===== src/core/dcsc_pkg.sv =====
// shared constants and types for the display cache sdram control block
package dcsc_pkg;
    // register addresses, identical in i/o space and as memory offsets, except control high, which is a memory offset only
    localparam logic [15:0] LEGACY_WR_ADDR = 16'h03c2;
    localparam logic [15:0] LEGACY_RD_ADDR = 16'h03cc;
    localparam logic [15:0] GR_INDEX_ADDR = 16'h03ce;
    localparam logic [15:0] GR_DATA_ADDR = 16'h03cf;
    localparam logic [15:0] CTL_HIGH_ADDR = 16'h3002;
    // field layout and reset values
    localparam logic [7:0] CTL_HIGH_RESET = 8'h08;
    localparam logic [7:0] LEGACY_RESET = 8'h00;
    localparam logic [7:0] GR_INDEX_RESET = 8'h00;
    localparam int RATE_LSB = 3;
    localparam int RATE_MSB = 4;
    localparam int MODE_MSB = 2;
    localparam int LEGACY_EN_BIT = 1;
    localparam int IDX_MSB = 3;
    localparam logic [1:0] RATE_OFF = 2'h0;
    localparam logic [1:0] RATE_ON = 2'h1;
    localparam logic [2:0] MODE_NORMAL = 3'h0;
    localparam logic [2:0] MODE_NOP = 3'h1;
    localparam logic [2:0] MODE_PRECHARGE = 3'h2;
    localparam logic [2:0] MODE_MRS = 3'h3;
    localparam logic [2:0] MODE_CBR = 3'h4;
    // legacy window and linear frame buffer decode
    localparam logic [31:0] LEGACY_LO = 32'h000a_0000;
    localparam logic [31:0] LEGACY_HI = 32'h000b_ffff;
    localparam logic [31:0] LFB_BASE = 32'hd000_0000;
    localparam logic [31:0] LFB_SIZE = 32'h0040_0000;
    // address translation: dword address into memory address lines
    localparam int XLAT_LSB = 2;
    localparam int AP_BIT = 10;
    localparam int MRS_LOW_MSB = 6;
    // refresh interval, 15600 ns at 20 ns per cycle, rounded down
    localparam int CLK_PERIOD_NS = 20;
    localparam int REFRESH_NS = 15600;
    localparam int REFRESH_CYCLES = REFRESH_NS / CLK_PERIOD_NS;
    localparam int REFRESH_CNT_W = 10;

    typedef struct packed {
        logic csN;
        logic rasN;
        logic casN;
        logic weN;
    } dcsc_cmd_t;

    localparam dcsc_cmd_t CMD_NOP = '{csN: 1'b0, rasN: 1'b1, casN: 1'b1, weN: 1'b1};
    localparam dcsc_cmd_t CMD_DESEL = '{csN: 1'b1, rasN: 1'b1, casN: 1'b1, weN: 1'b1};
    localparam dcsc_cmd_t CMD_PRE = '{csN: 1'b0, rasN: 1'b0, casN: 1'b1, weN: 1'b0};
    localparam dcsc_cmd_t CMD_MRS = '{csN: 1'b0, rasN: 1'b0, casN: 1'b0, weN: 1'b0};
    localparam dcsc_cmd_t CMD_CBR = '{csN: 1'b0, rasN: 1'b0, casN: 1'b0, weN: 1'b1};
    localparam dcsc_cmd_t CMD_READ = '{csN: 1'b0, rasN: 1'b1, casN: 1'b0, weN: 1'b1};
    localparam dcsc_cmd_t CMD_WRITE = '{csN: 1'b0, rasN: 1'b1, casN: 1'b0, weN: 1'b0};

    typedef struct packed {
        dcsc_cmd_t cmd;
        logic [11:0] addr;
    } dcsc_mem_t;

    localparam dcsc_mem_t MEM_IDLE = '{cmd: CMD_DESEL, addr: 12'h000};

    typedef enum logic [1:0] {
        HOST_NONE,
        HOST_CLAIMED,
        HOST_REFUSED
    } dcsc_claim_t;
endpackage


===== src/core/dcsc_control.sv =====
// display cache sdram special modes, refresh and detect register port
//
// Contract
// rate field 01 (reset) refreshes periodically, 00 stops refresh; 10/11 reserved.
// software keeps refresh disabled only briefly and restores it after testing.
// selector 000 (reset) gives ordinary accesses; 101 and 11x are reserved.
// selector 001 turns each cache host cycle into an sdram nop.
// selector 010 turns each cache host cycle into an all bank precharge.
// selector 011 turns each cache host cycle into mode register set on address lines.
// mode register set: bits 2:0 burst, bit 3 wrap, bits 6:4 cas latency.
// mode register set drives address bits 11:7 to zero always.
// software selects the nop mode before any other special mode.
// software picks host addresses so translation yields the wanted bits 6:0.
// selector 100 turns each cache host cycle into a cbr refresh.
// special command replaces the read or write; host cycle still completes.
// registers answer in i/o and memory space at the same address value; the code answers control high in memory space only.
// index low nibble selects the graphics register behind the data port.
// index upper nibble always reads zero.
// legacy control written at one address, read at another, resets to zero.
// legacy enable 0 refuses legacy window cycles unclaimed; 1 reaches the cache.
// legacy enable never blocks linear frame buffer accesses.
`timescale 1ns/1ps
module dcsc_control (
    input wire logic clk,
    input wire logic rst,
    input wire logic regReq,
    input wire logic regWrite,
    input wire logic regMem,
    input wire logic [15:0] regAddr,
    input wire logic [7:0] regWdata,
    output logic regAck,
    output logic [7:0] regRdata,
    input wire logic hostReq,
    input wire logic hostWrite,
    input wire logic [31:0] hostAddr,
    output logic hostClaim,
    output logic hostDone,
    output dcsc_pkg::dcsc_mem_t memOut,
    output logic [1:0] refreshRate,
    output logic [2:0] specialMode
);
    ////////////////////////////////////////////////////////////////////////////
    logic [7:0] ctlHigh_ff, nxt_ctlHigh;
    logic [7:0] legacy_ff, nxt_legacy;
    logic [7:0] grIndex_ff, nxt_grIndex;
    logic [7:0] grFile_ff [16];
    logic [7:0] nxt_grData;
    logic grWrite;
    logic [7:0] rdata_ff, nxt_rdata;
    logic regHit;

    // i/o and memory space share one decode; control high is memory only
    always_comb begin
        regHit = 1'b0;
        nxt_rdata = rdata_ff;
        nxt_ctlHigh = ctlHigh_ff;
        nxt_legacy = legacy_ff;
        nxt_grIndex = grIndex_ff;
        nxt_grData = regWdata;
        grWrite = 1'b0;
        if (regReq) begin
            unique case (regAddr)
                dcsc_pkg::LEGACY_WR_ADDR: begin
                    regHit = regWrite;
                    if (regWrite) begin
                        nxt_legacy = regWdata & (8'h01 << dcsc_pkg::LEGACY_EN_BIT);
                    end
                end
                dcsc_pkg::LEGACY_RD_ADDR: begin
                    regHit = !regWrite;
                    if (!regWrite) begin
                        nxt_rdata = legacy_ff;
                    end
                end
                dcsc_pkg::GR_INDEX_ADDR: begin
                    regHit = 1'b1;
                    if (regWrite) begin
                        nxt_grIndex = {4'h0, regWdata[dcsc_pkg::IDX_MSB:0]};
                    end else begin
                        nxt_rdata = grIndex_ff;
                    end
                end
                dcsc_pkg::GR_DATA_ADDR: begin
                    regHit = 1'b1;
                    grWrite = regWrite;
                    if (!regWrite) begin
                        nxt_rdata = grFile_ff[grIndex_ff[dcsc_pkg::IDX_MSB:0]];
                    end
                end
                dcsc_pkg::CTL_HIGH_ADDR: begin
                    regHit = regMem;
                    if (regMem && regWrite) begin
                        nxt_ctlHigh = {3'h0, regWdata[dcsc_pkg::RATE_MSB:0]};
                    end else if (regMem) begin
                        nxt_rdata = ctlHigh_ff;
                    end
                end
                default: regHit = 1'b0;
            endcase
        end
    end

    always_ff @(posedge clk) begin
        if (rst) begin
            ctlHigh_ff <= dcsc_pkg::CTL_HIGH_RESET;
            legacy_ff <= dcsc_pkg::LEGACY_RESET;
            grIndex_ff <= dcsc_pkg::GR_INDEX_RESET;
            rdata_ff <= 8'h00;
        end else begin
            ctlHigh_ff <= nxt_ctlHigh;
            legacy_ff <= nxt_legacy;
            grIndex_ff <= nxt_grIndex;
            rdata_ff <= nxt_rdata;
        end
    end

    // graphics register file has no reset, as its contents are undefined at power up
    always_ff @(posedge clk) begin
        if (grWrite) begin
            grFile_ff[grIndex_ff[dcsc_pkg::IDX_MSB:0]] <= nxt_grData;
        end
    end

    assign regAck = regHit;
    assign regRdata = rdata_ff;
    assign refreshRate = ctlHigh_ff[dcsc_pkg::RATE_MSB:dcsc_pkg::RATE_LSB];
    assign specialMode = ctlHigh_ff[dcsc_pkg::MODE_MSB:0];

    ////////////////////////////////////////////////////////////////////////////
    logic inLegacy, inLfb, legacyEn;
    dcsc_pkg::dcsc_claim_t claim;
    logic [11:0] xlatAddr;

    always_comb begin
        legacyEn = legacy_ff[dcsc_pkg::LEGACY_EN_BIT];
        inLegacy = hostAddr >= dcsc_pkg::LEGACY_LO && hostAddr <= dcsc_pkg::LEGACY_HI;
        inLfb = hostAddr >= dcsc_pkg::LFB_BASE && hostAddr - dcsc_pkg::LFB_BASE < dcsc_pkg::LFB_SIZE;
        claim = dcsc_pkg::HOST_NONE;
        if (hostReq && inLegacy) begin
            claim = legacyEn ? dcsc_pkg::HOST_CLAIMED : dcsc_pkg::HOST_REFUSED;
        end else if (hostReq && inLfb) begin
            claim = dcsc_pkg::HOST_CLAIMED;
        end
        xlatAddr = hostAddr[dcsc_pkg::XLAT_LSB +: 12];
    end

    assign hostClaim = claim == dcsc_pkg::HOST_CLAIMED;

    ////////////////////////////////////////////////////////////////////////////
    localparam int REFRESH_W = dcsc_pkg::REFRESH_CNT_W;
    logic [REFRESH_W-1:0] refCnt_ff, nxt_refCnt;
    logic refPend_ff, nxt_refPend;
    logic done_ff, nxt_done;
    dcsc_pkg::dcsc_mem_t mem_ff, nxt_mem;
    logic refDue;

    always_comb begin
        refDue = refCnt_ff == REFRESH_W'(dcsc_pkg::REFRESH_CYCLES - 1);
        nxt_refCnt = refDue ? '0 : refCnt_ff + 1'b1;
        nxt_refPend = refPend_ff;
        if (refreshRate != dcsc_pkg::RATE_ON) begin
            nxt_refCnt = '0;
            nxt_refPend = 1'b0;
        end else if (refDue) begin
            nxt_refPend = 1'b1;
        end
        nxt_mem = dcsc_pkg::MEM_IDLE;
        nxt_done = hostClaim;
        if (hostClaim) begin
            nxt_mem.addr = xlatAddr;
            unique case (specialMode)
                dcsc_pkg::MODE_NORMAL: nxt_mem.cmd = hostWrite ? dcsc_pkg::CMD_WRITE : dcsc_pkg::CMD_READ;
                dcsc_pkg::MODE_NOP: nxt_mem.cmd = dcsc_pkg::CMD_NOP;
                dcsc_pkg::MODE_PRECHARGE: begin
                    nxt_mem.cmd = dcsc_pkg::CMD_PRE;
                    nxt_mem.addr[dcsc_pkg::AP_BIT] = 1'b1;
                end
                dcsc_pkg::MODE_MRS: begin
                    nxt_mem.cmd = dcsc_pkg::CMD_MRS;
                    nxt_mem.addr = {5'h00, xlatAddr[dcsc_pkg::MRS_LOW_MSB:0]};
                end
                dcsc_pkg::MODE_CBR: nxt_mem.cmd = dcsc_pkg::CMD_CBR;
                default: nxt_mem.cmd = dcsc_pkg::CMD_NOP;
            endcase
        end else if (refPend_ff && !refDue && refreshRate == dcsc_pkg::RATE_ON) begin
            nxt_mem.cmd = dcsc_pkg::CMD_CBR;
            nxt_refPend = 1'b0;
        end
    end

    always_ff @(posedge clk) begin
        if (rst) begin
            refCnt_ff <= '0;
            refPend_ff <= 1'b0;
            done_ff <= 1'b0;
            mem_ff <= dcsc_pkg::MEM_IDLE;
        end else begin
            refCnt_ff <= nxt_refCnt;
            refPend_ff <= nxt_refPend;
            done_ff <= nxt_done;
            mem_ff <= nxt_mem;
        end
    end

    assign hostDone = done_ff;
    assign memOut = mem_ff;
endmodule


===== config.mk =====
export PLATFORM = sky130hd
export DESIGN_NAME = dcsc_control
export DESIGN_NICKNAME = d
export VERILOG_FILES = /design/src/core/dcsc_pkg.sv /design/src/core/dcsc_control.sv
export SDC_FILE = /design/constraint.sdc
export NUM_CORES = 1
export LEC_CHECK = 0
export BUFFER_PORTS_ARGS = -buffer_cell sky130_fd_sc_hd__buf_2
export CORE_ASPECT_RATIO = 0.8
export CORE_MARGIN = 3
export CORE_UTILIZATION = 57
export DETAILED_ROUTE_END_ITERATION = 10
export PLACE_DENSITY = 0.8
export SLEW_MARGIN = 30
export SYNTH_ARGS = -nofsm -noshare
export SYNTH_HDL_FRONTEND = slang
export SYNTH_SLANG_ARGS = --single-unit

===== constraint.sdc =====
create_clock -name clk -period 2.85 [get_ports clk]
set_input_delay 0.1425 -clock clk [delete_from_list [all_inputs] [get_ports clk]]
set_output_delay 0.1425 -clock clk [all_outputs]
set_load 0.1 [all_outputs]

**Word level (Yosys, flattened, before mapping)**

Memories as Yosys holds them, arrays and structs flattened. A register that Yosys moved wholly into a read port is not among the register bits.
Cells that the tools add are included.

- Memories: 1
- Register bits after elaboration: 46
- Word-level logic and storage cells: 83
- Bits of input ports: 63
- Output and inout bits: 32
- RAM bits: 128

Memory list:

| name | depth | width | read ports | clocked after Yosys merged registers in | wr ports | RTL line | RTL |
|---|---|---|---|---|---|---|---|
| grFile_ff | 16 | 8 | 1 | 1 | 1 | dcsc_control.sv:46 | `logic [7:0] grFile_ff [16];` |

- Order comparisons: 4
- Reduce and logical (&&, ||, !) cells: 19
- Multiplexer cells: 26
- $add $sub $neg: 2
- Bitwise logic cells: 1
- Eq/ne operators: 17

Operators with widths:

| cell | count |
|---|---|
| $eq A16 B10 Y1 const B | 4 |
| $mux W8 | 5 |
| $ge A32 B20 Y1 const B | 1 |
| $ge A32 B32 Y1 const B | 1 |
| $le A32 B20 Y1 const B | 1 |
| $lt A32 B23 Y1 const B | 1 |
| $pmux W8 S4 | 1 |
| $sub A32 B32 Y32 const B | 1 |
| $eq A16 B14 Y1 const B | 1 |
| $mux W4 | 4 |
| $pmux W3 S4 | 1 |
| $mux W1 | 11 |
| $add A10 B1 Y10 const B | 1 |
| $eq A10 B10 Y1 const B | 1 |
| $ne A2 B2 Y1 const B | 5 |
| $reduce_and A3 Y1 | 3 |
| $logic_and A1 B1 Y1 | 7 |
| $reduce_and A7 Y1 | 1 |
| $eq A3 B2 Y1 const B | 2 |
| $reduce_or A3 Y1 | 2 |
| $eq A2 B1 Y1 const B | 2 |
| $mux W2 | 2 |
| $pmux W1 S4 | 1 |
| $reduce_bool A4 Y1 | 1 |
| other kinds (7) | 9 |

**Longest topological paths before layout**

Gate-level depths: netlist (run 1).

- Depth after elaboration: 9
- Gate-level depth with buffers: 8

**Least setup slack after synthesis (run 1)**

Ideal clock, no wire load.

- Kind: in2out
- From: input regAddr[6]
- To: output regAck
- Path slack: -0.545 ns
- Stages: 5
- Path buffers: 0
- Arrival: 3.253 ns
- Path through: nor4_1 and3_1 and2_1 nand2_1 a21boi_0

- Word-level cells in the longest chain between the ends: 4
- Elaborated cells between the ends (all ways): 8

RTL lines:

| item | RTL line | RTL |
|---|---|---|
| start, declared | dcsc_control.sv:29 | `input wire logic [15:0] regAddr,` |
| $eq A16 B10 Y1 | dcsc_control.sv:62 | `unique case (regAddr)` |
| $reduce_or A2 Y1 (no line) | n/a |  |
| $pmux W1 S4 * | dcsc_control.sv:62 |  |
| $mux W1 * | dcsc_control.sv:61 | `if (regReq) begin` |
| end, declared | dcsc_control.sv:31 | `output logic regAck,` |

Every way passes the cells marked *; elsewhere a longest branch is shown, timed or not.

==> results of run 1 <==
[per-stage QoR]
step / worst slack (ns) / cell area, µm² / util [%] / power, W
2_1_floorplan: 0.1793 / 7059 / - / 0.002861
3_3_place_gp: 0.5046 / 7771 / 65.72 / 0.002935
3_5_place_dp: 0.4432 / 7771 / 65.72 / 0.002943
4_1_cts: 0.4400 / 8481 / 71.72 / 0.005239
5_1_grt: 0.3037 / 8481 / 71.72 / 0.005371
6_report: 0.4316 / 8481 / 71.72 / 0.005240
[logic make-up (layout without fill, tap and decap cells)]
| logic type | count (synthesis) | in the layout | share of synthesized area (%) |
|---|---|---|---|
| AOI/OAI and AO/OA | 40 | 40 | 3.864 |
| xor gates and xnor gates | 8 | 8 | 0.9926 |
| adders and majority gates | 1 | 1 | 0.1772 |
| DFF | 178 | 178 | 68.63 |
| and+or+nand+nor | 138 | 138 | 10.88 |
| muxes | 50 | 50 | 13.52 |
| buffers and inverters | 29 | 163 | 1.932 |
[where the power goes]
part,leakage (nW),switching [W],internal (W)
Sequential,1.55,0.00000413,0.00277
Combinational,1.11,0.0000756,0.0000512
Clock,0.296,0.00101,0.00133
[cell usage after synthesis (all sizes together), types with 2 or more instances]
cell	number	area [µm²]
edfxtp	128	3844
dfxtp	50	1001
nor2	37	138.9
mux4	36	810.8
nand2	22	82.58
and2	15	93.84
buf	13	76.32
nand3	13	65.06
a21oi	11	55.05
and3	11	68.82
mux2i	11	110.1
inv	9	33.78
clkbuf	7	26.28
nand2b	6	37.54
nand4	6	37.54
nor3	6	40.04
nor4	6	52.55
o211ai	5	37.54
o21ai	5	25.02
xnor2	5	43.79
a31oi	4	25.02
a32oi	3	26.28
and4	3	26.28
mux2	3	33.78
nor4b	3	32.53
xor2	3	26.28
a211oi	2	20.02
nand4b	2	17.52
nor4bb	2	20.02
o32ai	2	17.52
or4b	2	23.77
[metal layers]
metal,vias to the layer above,global-route usage [%]
met2,235,37.99
met4,0,9.178
met1,2214,34.99
met5,-,0
met3,24,4.205
li1,1986,-
[path summary, 6_finish.rpt]
kind	depth (start not counted)	slack [ns]	to	start
worst max-delay path	6	0.43	regRdata[1]	register
worst min-delay path	2	0.11	ctlHigh_ff[0]	rst
worst max register to register	6	0.43	regRdata[1]	register
worst min register to register	1	0.47	refCnt_ff[0]	refCnt_ff[0]
[area by class of cell]
type	instances	area (µm²)	area share [%]
timing repair buffer	122	748.2	8.823
sequential	178	4846	57.14
multi-input combinational	237	2078	24.51
clock inverter	14	150.1	1.770
clock buffer	18	439.2	5.179
inverter	9	33.78	0.3983
tap	148	185.2	2.184
[worst register-to-register path, delay by kind of cell, from the launching register on]
family,cells,cell delay [ns]
DFF,1,0.37
muxes,2,0.82
and+or+nand+nor,1,0.09
buffers and inverters,1,0.25
AOI/OAI and AO/OA,2,0.74
[what timing repair did]
action                    CTS  global route
gates resized for setup     0             0
hold endpoints to repair   12             0
hold buffers               12             0
[sequential cells by signal, summed over array words and instances, names as in the netlist, named ones only]
signal      count
hostDone        1
memOut         16
grIndex_ff      4
refPend_ff      1
ctlHigh_ff      5
legacy_ff       1
grFile_ff     128
refCnt_ff      10
regRdata        8
==> flow_summary.yaml, run 1 <==
routing:
  antenna_left: 0
  routed_wire_length_per_instance_um: 22.11
  met1_length_mm: 6.517
  met3WireLength_mm: 1.331
  drt_first_pass_iters: 5
  routed-wl-met2_mm: 7.971
  routed_via_density: 6.142
  drc: 0
  highest-signal-layer: "met4"
  detail_route.wirelength_mm: 16.05
  drt-initial-drc-count: 634
  dr_total_vias: 4459
global_route:
  number_of_antenna_violations_at_the_first_check_in_global_routing: 0
  global_route.usage.total_pct: 24.45
  global_route_wire_length_before_repair_mm: 24.78
  via_count_of_the_first_global_routing_pass: 4422
  grt_start_max_net_pins: 33
  grt.overflow.total: 0
timing:
  timing.final.max_slew_violations: 0
  fin_tns_setup_ns: 0
  worst-slew-pin-transition_ns: 0.7876
  hold_ws_ns: 0.1058
  endpoints_failing_hold: 0
  max-slew-margin-rel_pct: 47.40
  rsz0062_at_grt: "false"
  layout_min_cycle_time_ns: 2.418
  peak_freq_mhz: 413.5
  finClkSkew_ns: 0.006980
  finalCritPeriodShare_pct: 84.86
  setup_viol_count_final: 0
synth:
  ys_seq_area_share_pct: 68.63
  synth-edff-count: 128
  avgSynthCellArea_um2: 15.90
  synth.yosys.warnings: 0
  ys_seq_elements: 178
  synth_cell_types: 52
  dominantRegCellSynth: "edfxtp_1"
  syn_std_cell_area_um2: 7059
  ys_async_sr_fraction_pct: 0
  netlist_instances: 444
  syn-num-nets: 508
layout:
  layout-area-overhead-vs-synth_pct: 20.13
  final_net_count: 629
  layout_common_cells: "edfxtp_1 (128), buf_2 (89), dfxtp_1 (49), nor2_1 (37), mux4_2 (36)"
  final-instance-count-excl-fill: 726
  layout-drive-gt1-share_pct: 32.70
  most_common_cell_after_layout_fill_and_taps_aside: "edfxtp_1"
  fill_cells: 728
  antenna-diode-count: 0
hold_path:
  hold_path_class: "primary input to register"
setup_path:
  crit_path_max_incr_delay_ns: 0.54
  worstSetupPathType: "register to register"
  timing.critical_path.fanout_max: 32
  critPathBufInv: 1
  kind_of_cell_with_the_highest_combined_delay_on_the_critical_path: "multiplexers"
  cp-start-kind: "register"
  crit_chain: "buf_12 -> mux4_2 -> mux2i_1 -> nor3_1 -> a2111oi_0 -> o32ai_1"
  cp_data_required_time_ns: 3.12
  worst_path_max_delay_cell: "a2111oi_0"
  cp_data_arrival_time_ns: 2.69
  setup.worst_path.end_class: "register"
clock_tree:
  clock_tree.root_cell: "clkbuf_16"
  htree_levels: 4
  clock_edge_transition_at_the_registers_on_the_reported_setup_and_hold_paths_ns: 0.07
  worstSkewPairLatency_ns: 0.43
  cts_sinks: 178
  cts_setup_buffers: 0
  clk_path_buf_depth: 2
  clock_tree_from_tritoncts: "yes"
  cts_bufs_inserted: 17
place:
  hpwlAfterDp_mm: 10.44
  post-place-cells: 682
  gp_weighted_congestion: 0.9075
  placement.io_buffers: 89
status:
  status: "complete, no violations"
floorplanning:
  design.die.area_um2: 13760
  pin_count: 95
  coreArea_um2: 11820
  rows: 35
  fp.dieH_um: 105.5
  initial_utilization_pct: 59.70
  dieWidth_um: 130.4
pwr:
  worst_ir_drop_vdd_mv: 0.4648
  leakagePower_nw: 2.960
  power_density_nw_per_um2: 617.9
flow_run:
  max_cap_viol_count: 0
Note: power is estimated with default switching activity, not from simulation.
==> run 2: changes to the inputs <==
--- a/config.mk
+++ b/config.mk
@@ -5,12 +5,13 @@
 export SDC_FILE = /design/constraint.sdc
 export NUM_CORES = 1
 export LEC_CHECK = 0
+export ABC_AREA = 1
 export BUFFER_PORTS_ARGS = -buffer_cell sky130_fd_sc_hd__buf_2
 export CORE_ASPECT_RATIO = 0.8
 export CORE_MARGIN = 3
-export CORE_UTILIZATION = 57
+export CORE_UTILIZATION = 52
 export DETAILED_ROUTE_END_ITERATION = 10
-export PLACE_DENSITY = 0.8
+export PLACE_DENSITY = 0.76
 export SLEW_MARGIN = 30
 export SYNTH_ARGS = -nofsm -noshare
 export SYNTH_HDL_FRONTEND = slang
==> constraint.sdc (replaced) <==
create_clock -name clk -period 2.2 [get_ports clk]
set_input_delay 0.11 -clock clk [delete_from_list [all_inputs] [get_ports clk]]
set_output_delay 0.11 -clock clk [all_outputs]
set_load 0.1 [all_outputs]
==> run 2 against run 1 <==
Critical path depth rose by 5. Maximum frequency grew 30%. Utilization down 7.8 points. Register-to-register slack worse by 0.09 ns. Critical endpoint unchanged. Synthesized area grew 11%. Final area is 9.3% higher. Sequential share of layout area decreased by 4.9 points. Total power increased by 28%. Worst hold slack worse by 0.089 ns. Clock skew grew 0.0013 ns. Sequential power grew 30%. Cell count up 57%.
==> flow_summary.yaml, run 2 <==
layout:
  final-instance-count-excl-fill: 1138
  layout-area-overhead-vs-synth_pct: 18.38
  layout-drive-gt1-share_pct: 18.97
  final_net_count: 1005
  antenna-diode-count: 0
  fill_cells: 1146
  layout_common_cells: "nand2_1 (196), edfxtp_1 (128), inv_1 (104), nor2_1 (101), buf_2 (89)"
  most_common_cell_after_layout_fill_and_taps_aside: "nand2_1"
  largest_register_ff_count: 128
synth:
  synth-compound-area-share_pct: 5.226
  synth-edff-count: 128
  synthAdderAreaFrac_pct: 0.1598
  netlist_instances: 823
  synth_cell_types: 40
  ys_seq_elements: 178
  avgSynthCellArea_um2: 9.512
  syn_std_cell_area_um2: 7829
  syn-num-nets: 887
  synth.yosys.warnings: 0
  dominantRegCellSynth: "edfxtp_1"
  post_synth_mux_area_share_pct: 0.1279
  synth_xor_xnor_area_share_pct: 0.2237
  yosysTopAreaCellShare_pct: 49.10
  yosys-top-cells-area: "edfxtp_1 (49%), dfxtp_1 (13%), nand2_1 (9.4%)"
  synth_top_area_cell: "edfxtp_1"
  most_common_cell_in_the_synthesized_netlist: "nand2_1"
  commonest_cells_in_the_synthesized_netlist: "nand2_1 (196), edfxtp_1 (128), inv_1 (104), nor2_1 (101), nand3_1 (79)"
  ys_async_sr_fraction_pct: 0
  ys_seq_area_share_pct: 61.88
  synth-simple-area-share_pct: 25.16
  dominant_combinational_cell_family_by_area_after_synthesis: "simple AND/OR/NAND/NOR gates"
setup_path:
  critical_path_most_common_cell: "nand2_1"
  cp-start-kind: "register"
  crit_chain: "inv_2 -> buf_4 -> nand2_1 -> nand3_1 -> nand3_1 -> nand2_1 -> nand2_1 -> nand3_1 -> nand2_1 -> nand3_4 -> a21oi_2"
  timing.critical_path.fanout_max: 22
  worstSetupPathType: "register to register"
  crit_path_max_incr_delay_ns: 0.34
  cp_data_arrival_time_ns: 2.18
  setup.worst_path.end_class: "register"
  cp_data_required_time_ns: 2.52
  worst_path_max_delay_cell: "dfxtp_2"
routing:
  antenna_left: 0
  drt-initial-drc-count: 540
  routed_wire_length_per_instance_um: 15.64
  routed_via_density: 5.211
  dr_total_vias: 5930
  detail_route.wirelength_mm: 17.80
  drc: 0
  drt_first_pass_iters: 5
global_route:
  grt.overflow.total: 0
  number_of_antenna_violations_at_the_first_check_in_global_routing: 0
  global_route_wire_length_before_repair_mm: 28.02
  global_route.usage.total_pct: 22.24
  via_count_of_the_first_global_routing_pass: 5604
  grt_start_max_net_pins: 71
floorplanning:
  initial_utilization_pct: 54.02
  rows: 39
  fp.dieH_um: 115.7
  pin_count: 95
  design.die.area_um2: 16570
  dieWidth_um: 143.2
  coreArea_um2: 14490
pwr:
  leakagePower_nw: 3.845
  power_density_nw_per_um2: 725.9
  worst_ir_drop_vdd_mv: 0.6657
clock_tree:
  cts_sinks: 178
  cts_setup_buffers: 0
  clock_edge_transition_at_the_registers_on_the_reported_setup_and_hold_paths_ns: 0.06
  clock_tree.root_cell: "clkbuf_16"
  htree_levels: 4
  clock_tree_from_tritoncts: "yes"
  clk_path_buf_depth: 2
  post_cts.resized_instances: 0
  cts_bufs_inserted: 17
  worstSkewPairLatency_ns: 0.43
hold_path:
  hold_path_class: "primary input to register"
timing:
  rsz0062_at_grt: "false"
  max-slew-margin-rel_pct: 59.19
  finalCritPeriodShare_pct: 84.44
  timing.final.max_slew_violations: 0
  layout_min_cycle_time_ns: 1.858
  worst-slew-pin-transition_ns: 0.6115
  setup_viol_count_final: 0
  endpoints_failing_hold: 0
  peak_freq_mhz: 538.3
  fin_tns_setup_ns: 0
  finClkSkew_ns: 0.008241
place:
  gp_weighted_congestion: 0.8840
  hpwlAfterDp_mm: 11.60
  placement.io_buffers: 89
  post-place-cells: 1093
status:
  status: "complete, no violations"
flow_run:
  max_cap_viol_count: 0
-- run 2: cell count changes after synthesis, moves of 10 or more --
cell	previous run	this run
and2_1	15	0
and3_1	11	0
inv_1	9	104
mux2i_1	11	1
mux4_2	36	0
nand2_1	22	196
nand3_1	13	79
nor2_1	37	101
o21ai_0	5	36
-- run 2: cell type report --
class	instances	area (µm²)	share of cell area [%]
flip-flops and latches	178	4846	52.29
multi-input cells	508	2426	26.18
repair buffers	125	773.2	8.343
clock buffers	22	464.2	5.009
inverters	111	419.2	4.523
well taps	184	230.2	2.484
clock inverters	10	108.9	1.175
-- run 2: per-layer routing --
layer / global-route usage (%) / vias to the layer above / routed length (µm) / share of wire, %
met4: 8.803 / 0 / 391 / 2.2
met2: 33.92 / 212 / 8102 / 46
met3: 5.652 / 34 / 1246 / 7.0
li1: - / 2938 / - / -
met5: 0 / - / 0 / 0
met1: 30.91 / 2746 / 8063 / 45
-- run 2: through the flow --
step | util (%) | hold slack, ns | area (µm²) | power (W) | worst slack (ns)
2_1_floorplan | - | 0.2089 | 7836 | 0.003728 | 0.4114
3_3_place_gp | 59.10 | 0.3226 | 8564 | 0.003837 | 0.2475
6_report | 63.95 | 0.01638 | 9268 | 0.006728 | 0.3422
3_5_place_dp | 59.10 | 0.3293 | 8564 | 0.003840 | 0.2273
5_1_grt | 63.95 | 0.02139 | 9268 | 0.006900 | 0.1772
4_1_cts | 63.95 | 0.002010 | 9268 | 0.006755 | 0.3260
-- run 2: what timing repair did --
item / CTS / global route
setup endpoints to repair: 0 / 0
hold buffers: 13 / 0
hold endpoints to repair: 13 / 0
-- run 2: path summary, 6_finish.rpt --
check,startpoint,to,slack [ns],depth (start not counted)
worst max register to register,register,regRdata[1],0.34,11
worst max-delay path,register,regRdata[1],0.34,11
worst min-delay path,rst,regRdata[1],0.02,2
worst min register to register,refPend_ff,refPend_ff,0.46,2
-- run 2: where the power goes --
part           internal (W)  leakage [nW]  total (W)  switching, W
logic             0.0000707          2.02   0.000191      0.000120
clock network       0.00172         0.273    0.00294       0.00122
registers           0.00359          1.55    0.00360    0.00000448
total               0.00538          3.85    0.00673       0.00135
-- run 2: critical path, delay by kind of cell, from the launching register on --
kind                   cells  cell delay (ns)
and+or+nand+nor            8             0.78
buffers and inverters      2             0.58
DFF                        1             0.34
AOI/OAI and AO/OA          1             0.05
-- run 2: cell families after synthesis --
group,count (synthesis)
DFF,178
adders and majority gates,1
AOI/OAI and AO/OA,73
muxes,1
buffers and inverters,137
xor gates and xnor gates,2
and+or+nand+nor,431
==> run 3: changes to the inputs <==
==> constraint.sdc (replaced) <==
create_clock -name clk -period 1.54 [get_ports clk]
set_input_delay 0.077 -clock clk [delete_from_list [all_inputs] [get_ports clk]]
set_output_delay 0.077 -clock clk [all_outputs]
set_load 0.1 [all_outputs]
==> run 3 against run 2 <==
The flow now finishes with violations (negative setup slack). Wire length rose by 7.8%. Global-route usage rose by 1.7 points. Count of clock-buffer cells in the layout fell by 3. Sequential share of layout area fell by 2.2 points. Final area rose by 4.6%. Maximum frequency rose by 18%. Combinational power rose by 68%. Register-to-register slack got worse by 0.38 ns. Utilization rose by 2.9 points. First-iteration DRC count rose by 8.5%.
==> flow_summary.yaml, run 3 (synthesis results as in run 2) <==
timing:
  max-slew-margin-rel_pct: 67.39
  finalCritPeriodShare_pct: 102.4
  finClkSkew_ns: 0.008947
  setup_viol_count_final: 6
  fin_ws_ns: -0.03712
  layout_min_cycle_time_ns: 1.577
  rsz0062_at_grt: "true"
  worst-slew-pin-transition_ns: 0.4891
  fin_tns_setup_ns: -0.1425
  peak_freq_mhz: 634.1
  endpoints_failing_hold: 0
  timing.final.max_slew_violations: 0
clock_tree:
  cts_bufs_inserted: 17
  worstSkewPairLatency_ns: 0.43
  clk_path_buf_depth: 2
  htree_levels: 4
  clock_edge_transition_at_the_registers_on_the_reported_setup_and_hold_paths_ns: 0.07
  clock_tree_from_tritoncts: "yes"
  cts_sinks: 178
  clock_tree.root_cell: "clkbuf_16"
routing:
  drt_first_pass_iters: 5
  antenna_left: 0
  dr_total_vias: 6199
  drc: 0
  drt-initial-drc-count: 586
  routed_via_density: 5.289
  routed_wire_length_per_instance_um: 16.37
  detail_route.wirelength_mm: 19.19
layout:
  final_net_count: 1039
  most_common_cell_after_layout_fill_and_taps_aside: "nand2_1"
  largest_register_ff_count: 128
  final-instance-count-excl-fill: 1172
  layout-drive-gt1-share_pct: 24.70
  layout-area-overhead-vs-synth_pct: 23.78
  fill_cells: 1098
  final_util_pct: 66.87
  layout_common_cells: "nand2_1 (190), edfxtp_1 (128), inv_1 (102), nor2_1 (98), buf_2 (87)"
  antenna-diode-count: 0
floorplanning:
  dieWidth_um: 143.2
  pin_count: 95
  fp.dieH_um: 115.7
  coreArea_um2: 14490
  design.die.area_um2: 16570
  initial_utilization_pct: 54.02
  rows: 39
setup_path:
  cp_data_required_time_ns: 1.87
  crit_path_max_incr_delay_ns: 0.44
  worstSetupPathType: "register to register"
  setup_slack_on_the_worst_flop_to_flop_path_ns: -0.04
  cp-start-kind: "register"
  timing.critical_path.fanout_max: 8
  setup.worst_path.end_class: "register"
  cp_data_arrival_time_ns: 1.91
  crit_chain: "inv_8 -> buf_4 -> nor2_2 -> nor2_1 -> o21ai_1 -> o21ai_1 -> nand2_1 -> nand3_1 -> nand3_1 -> nand2_1 -> nand2_2 -> nor2_1"
  worst_path_max_delay_cell: "dfxtp_4"
global_route:
  grt.overflow.total: 0
  via_count_of_the_first_global_routing_pass: 5790
  global_route_wire_length_before_repair_mm: 29.73
  number_of_antenna_violations_at_the_first_check_in_global_routing: 0
  global_route.usage.total_pct: 23.95
  grt_start_max_net_pins: 28
pwr:
  p_total_w: 0.009458
  leakagePower_nw: 4.040
  worst_ir_drop_vdd_mv: 0.8316
  power_density_nw_per_um2: 976.0
status:
  violations: "negative setup slack"
  status: "finished, violations left"
hold_path:
  hold_path_class: "primary input to register"
place:
  placement.io_buffers: 89
  hpwlAfterDp_mm: 12.93
  gp_weighted_congestion: 0.9542
  post-place-cells: 1124
flow_run:
  max_cap_viol_count: 0
## run 3: critical path: cells and delay by family, from the launching register on
family | cells | cell delay [ns]
AOI/OAI and AO/OA | 2 | 0.23
buffers and inverters | 2 | 0.23
DFF | 1 | 0.44
and+or+nand+nor | 8 | 0.57
## run 3: timing repair
item,CTS,global route
resized for setup,23,13
hold endpoints to repair,17,0
pin swaps,1,4
hold buffers,13,0
cloned,1,0
setup endpoints to repair,8,11
setup buffers,0,2
## run 3: cell type report
| type | instances | area [µm²] | share of cell area, % |
|---|---|---|---|
| clock inverters | 13 | 100.1 | 1.033 |
| well taps | 184 | 230.2 | 2.376 |
| flip-flops and latches | 178 | 4853 | 50.08 |
| multi-input cells | 508 | 2506 | 25.86 |
| repair buffers | 159 | 1126 | 11.62 |
| clock buffers | 19 | 442.9 | 4.571 |
| inverters | 111 | 431.7 | 4.454 |
## run 3: worst paths after layout
check / start / end / depth (start not counted)
max reg2reg: register / regRdata[7] / 12
min: rst / regRdata[4] / 2
min reg2reg: regRdata[2] / regRdata[2] / 2
max: register / regRdata[7] / 12
## run 3: power breakdown
part	switching, W	internal, W
registers	0.00000555	0.00513
logic	0.000193	0.000127
clock network	0.00187	0.00214
total	0.00207	0.00739
## run 3: per-layer routing
| metal | up-vias | GRT usage, % | routed length (µm) |
|---|---|---|---|
| met4 | 0 | 8.740 | 331 |
| met2 | 274 | 36.01 | 8797 |
| li1 | 3014 | - | - |
| met5 | - | 0 | 0 |
| met3 | 30 | 5.404 | 1622 |
| met1 | 2881 | 34.49 | 8440 |
## run 3: through the flow
stage / area, µm² / hold WS (ns) / setup WS (ns)
floorplan: 7865 / 0.1759 / -0.1481
global placement: 8881 / 0.2895 / -0.1455
detailed placement: 8881 / 0.2967 / -0.1719
CTS: 9630 / -0.01339 / -0.01175
global route: 9691 / 0.01111 / -0.1661
finish: 9691 / 0.007056 / -0.03712
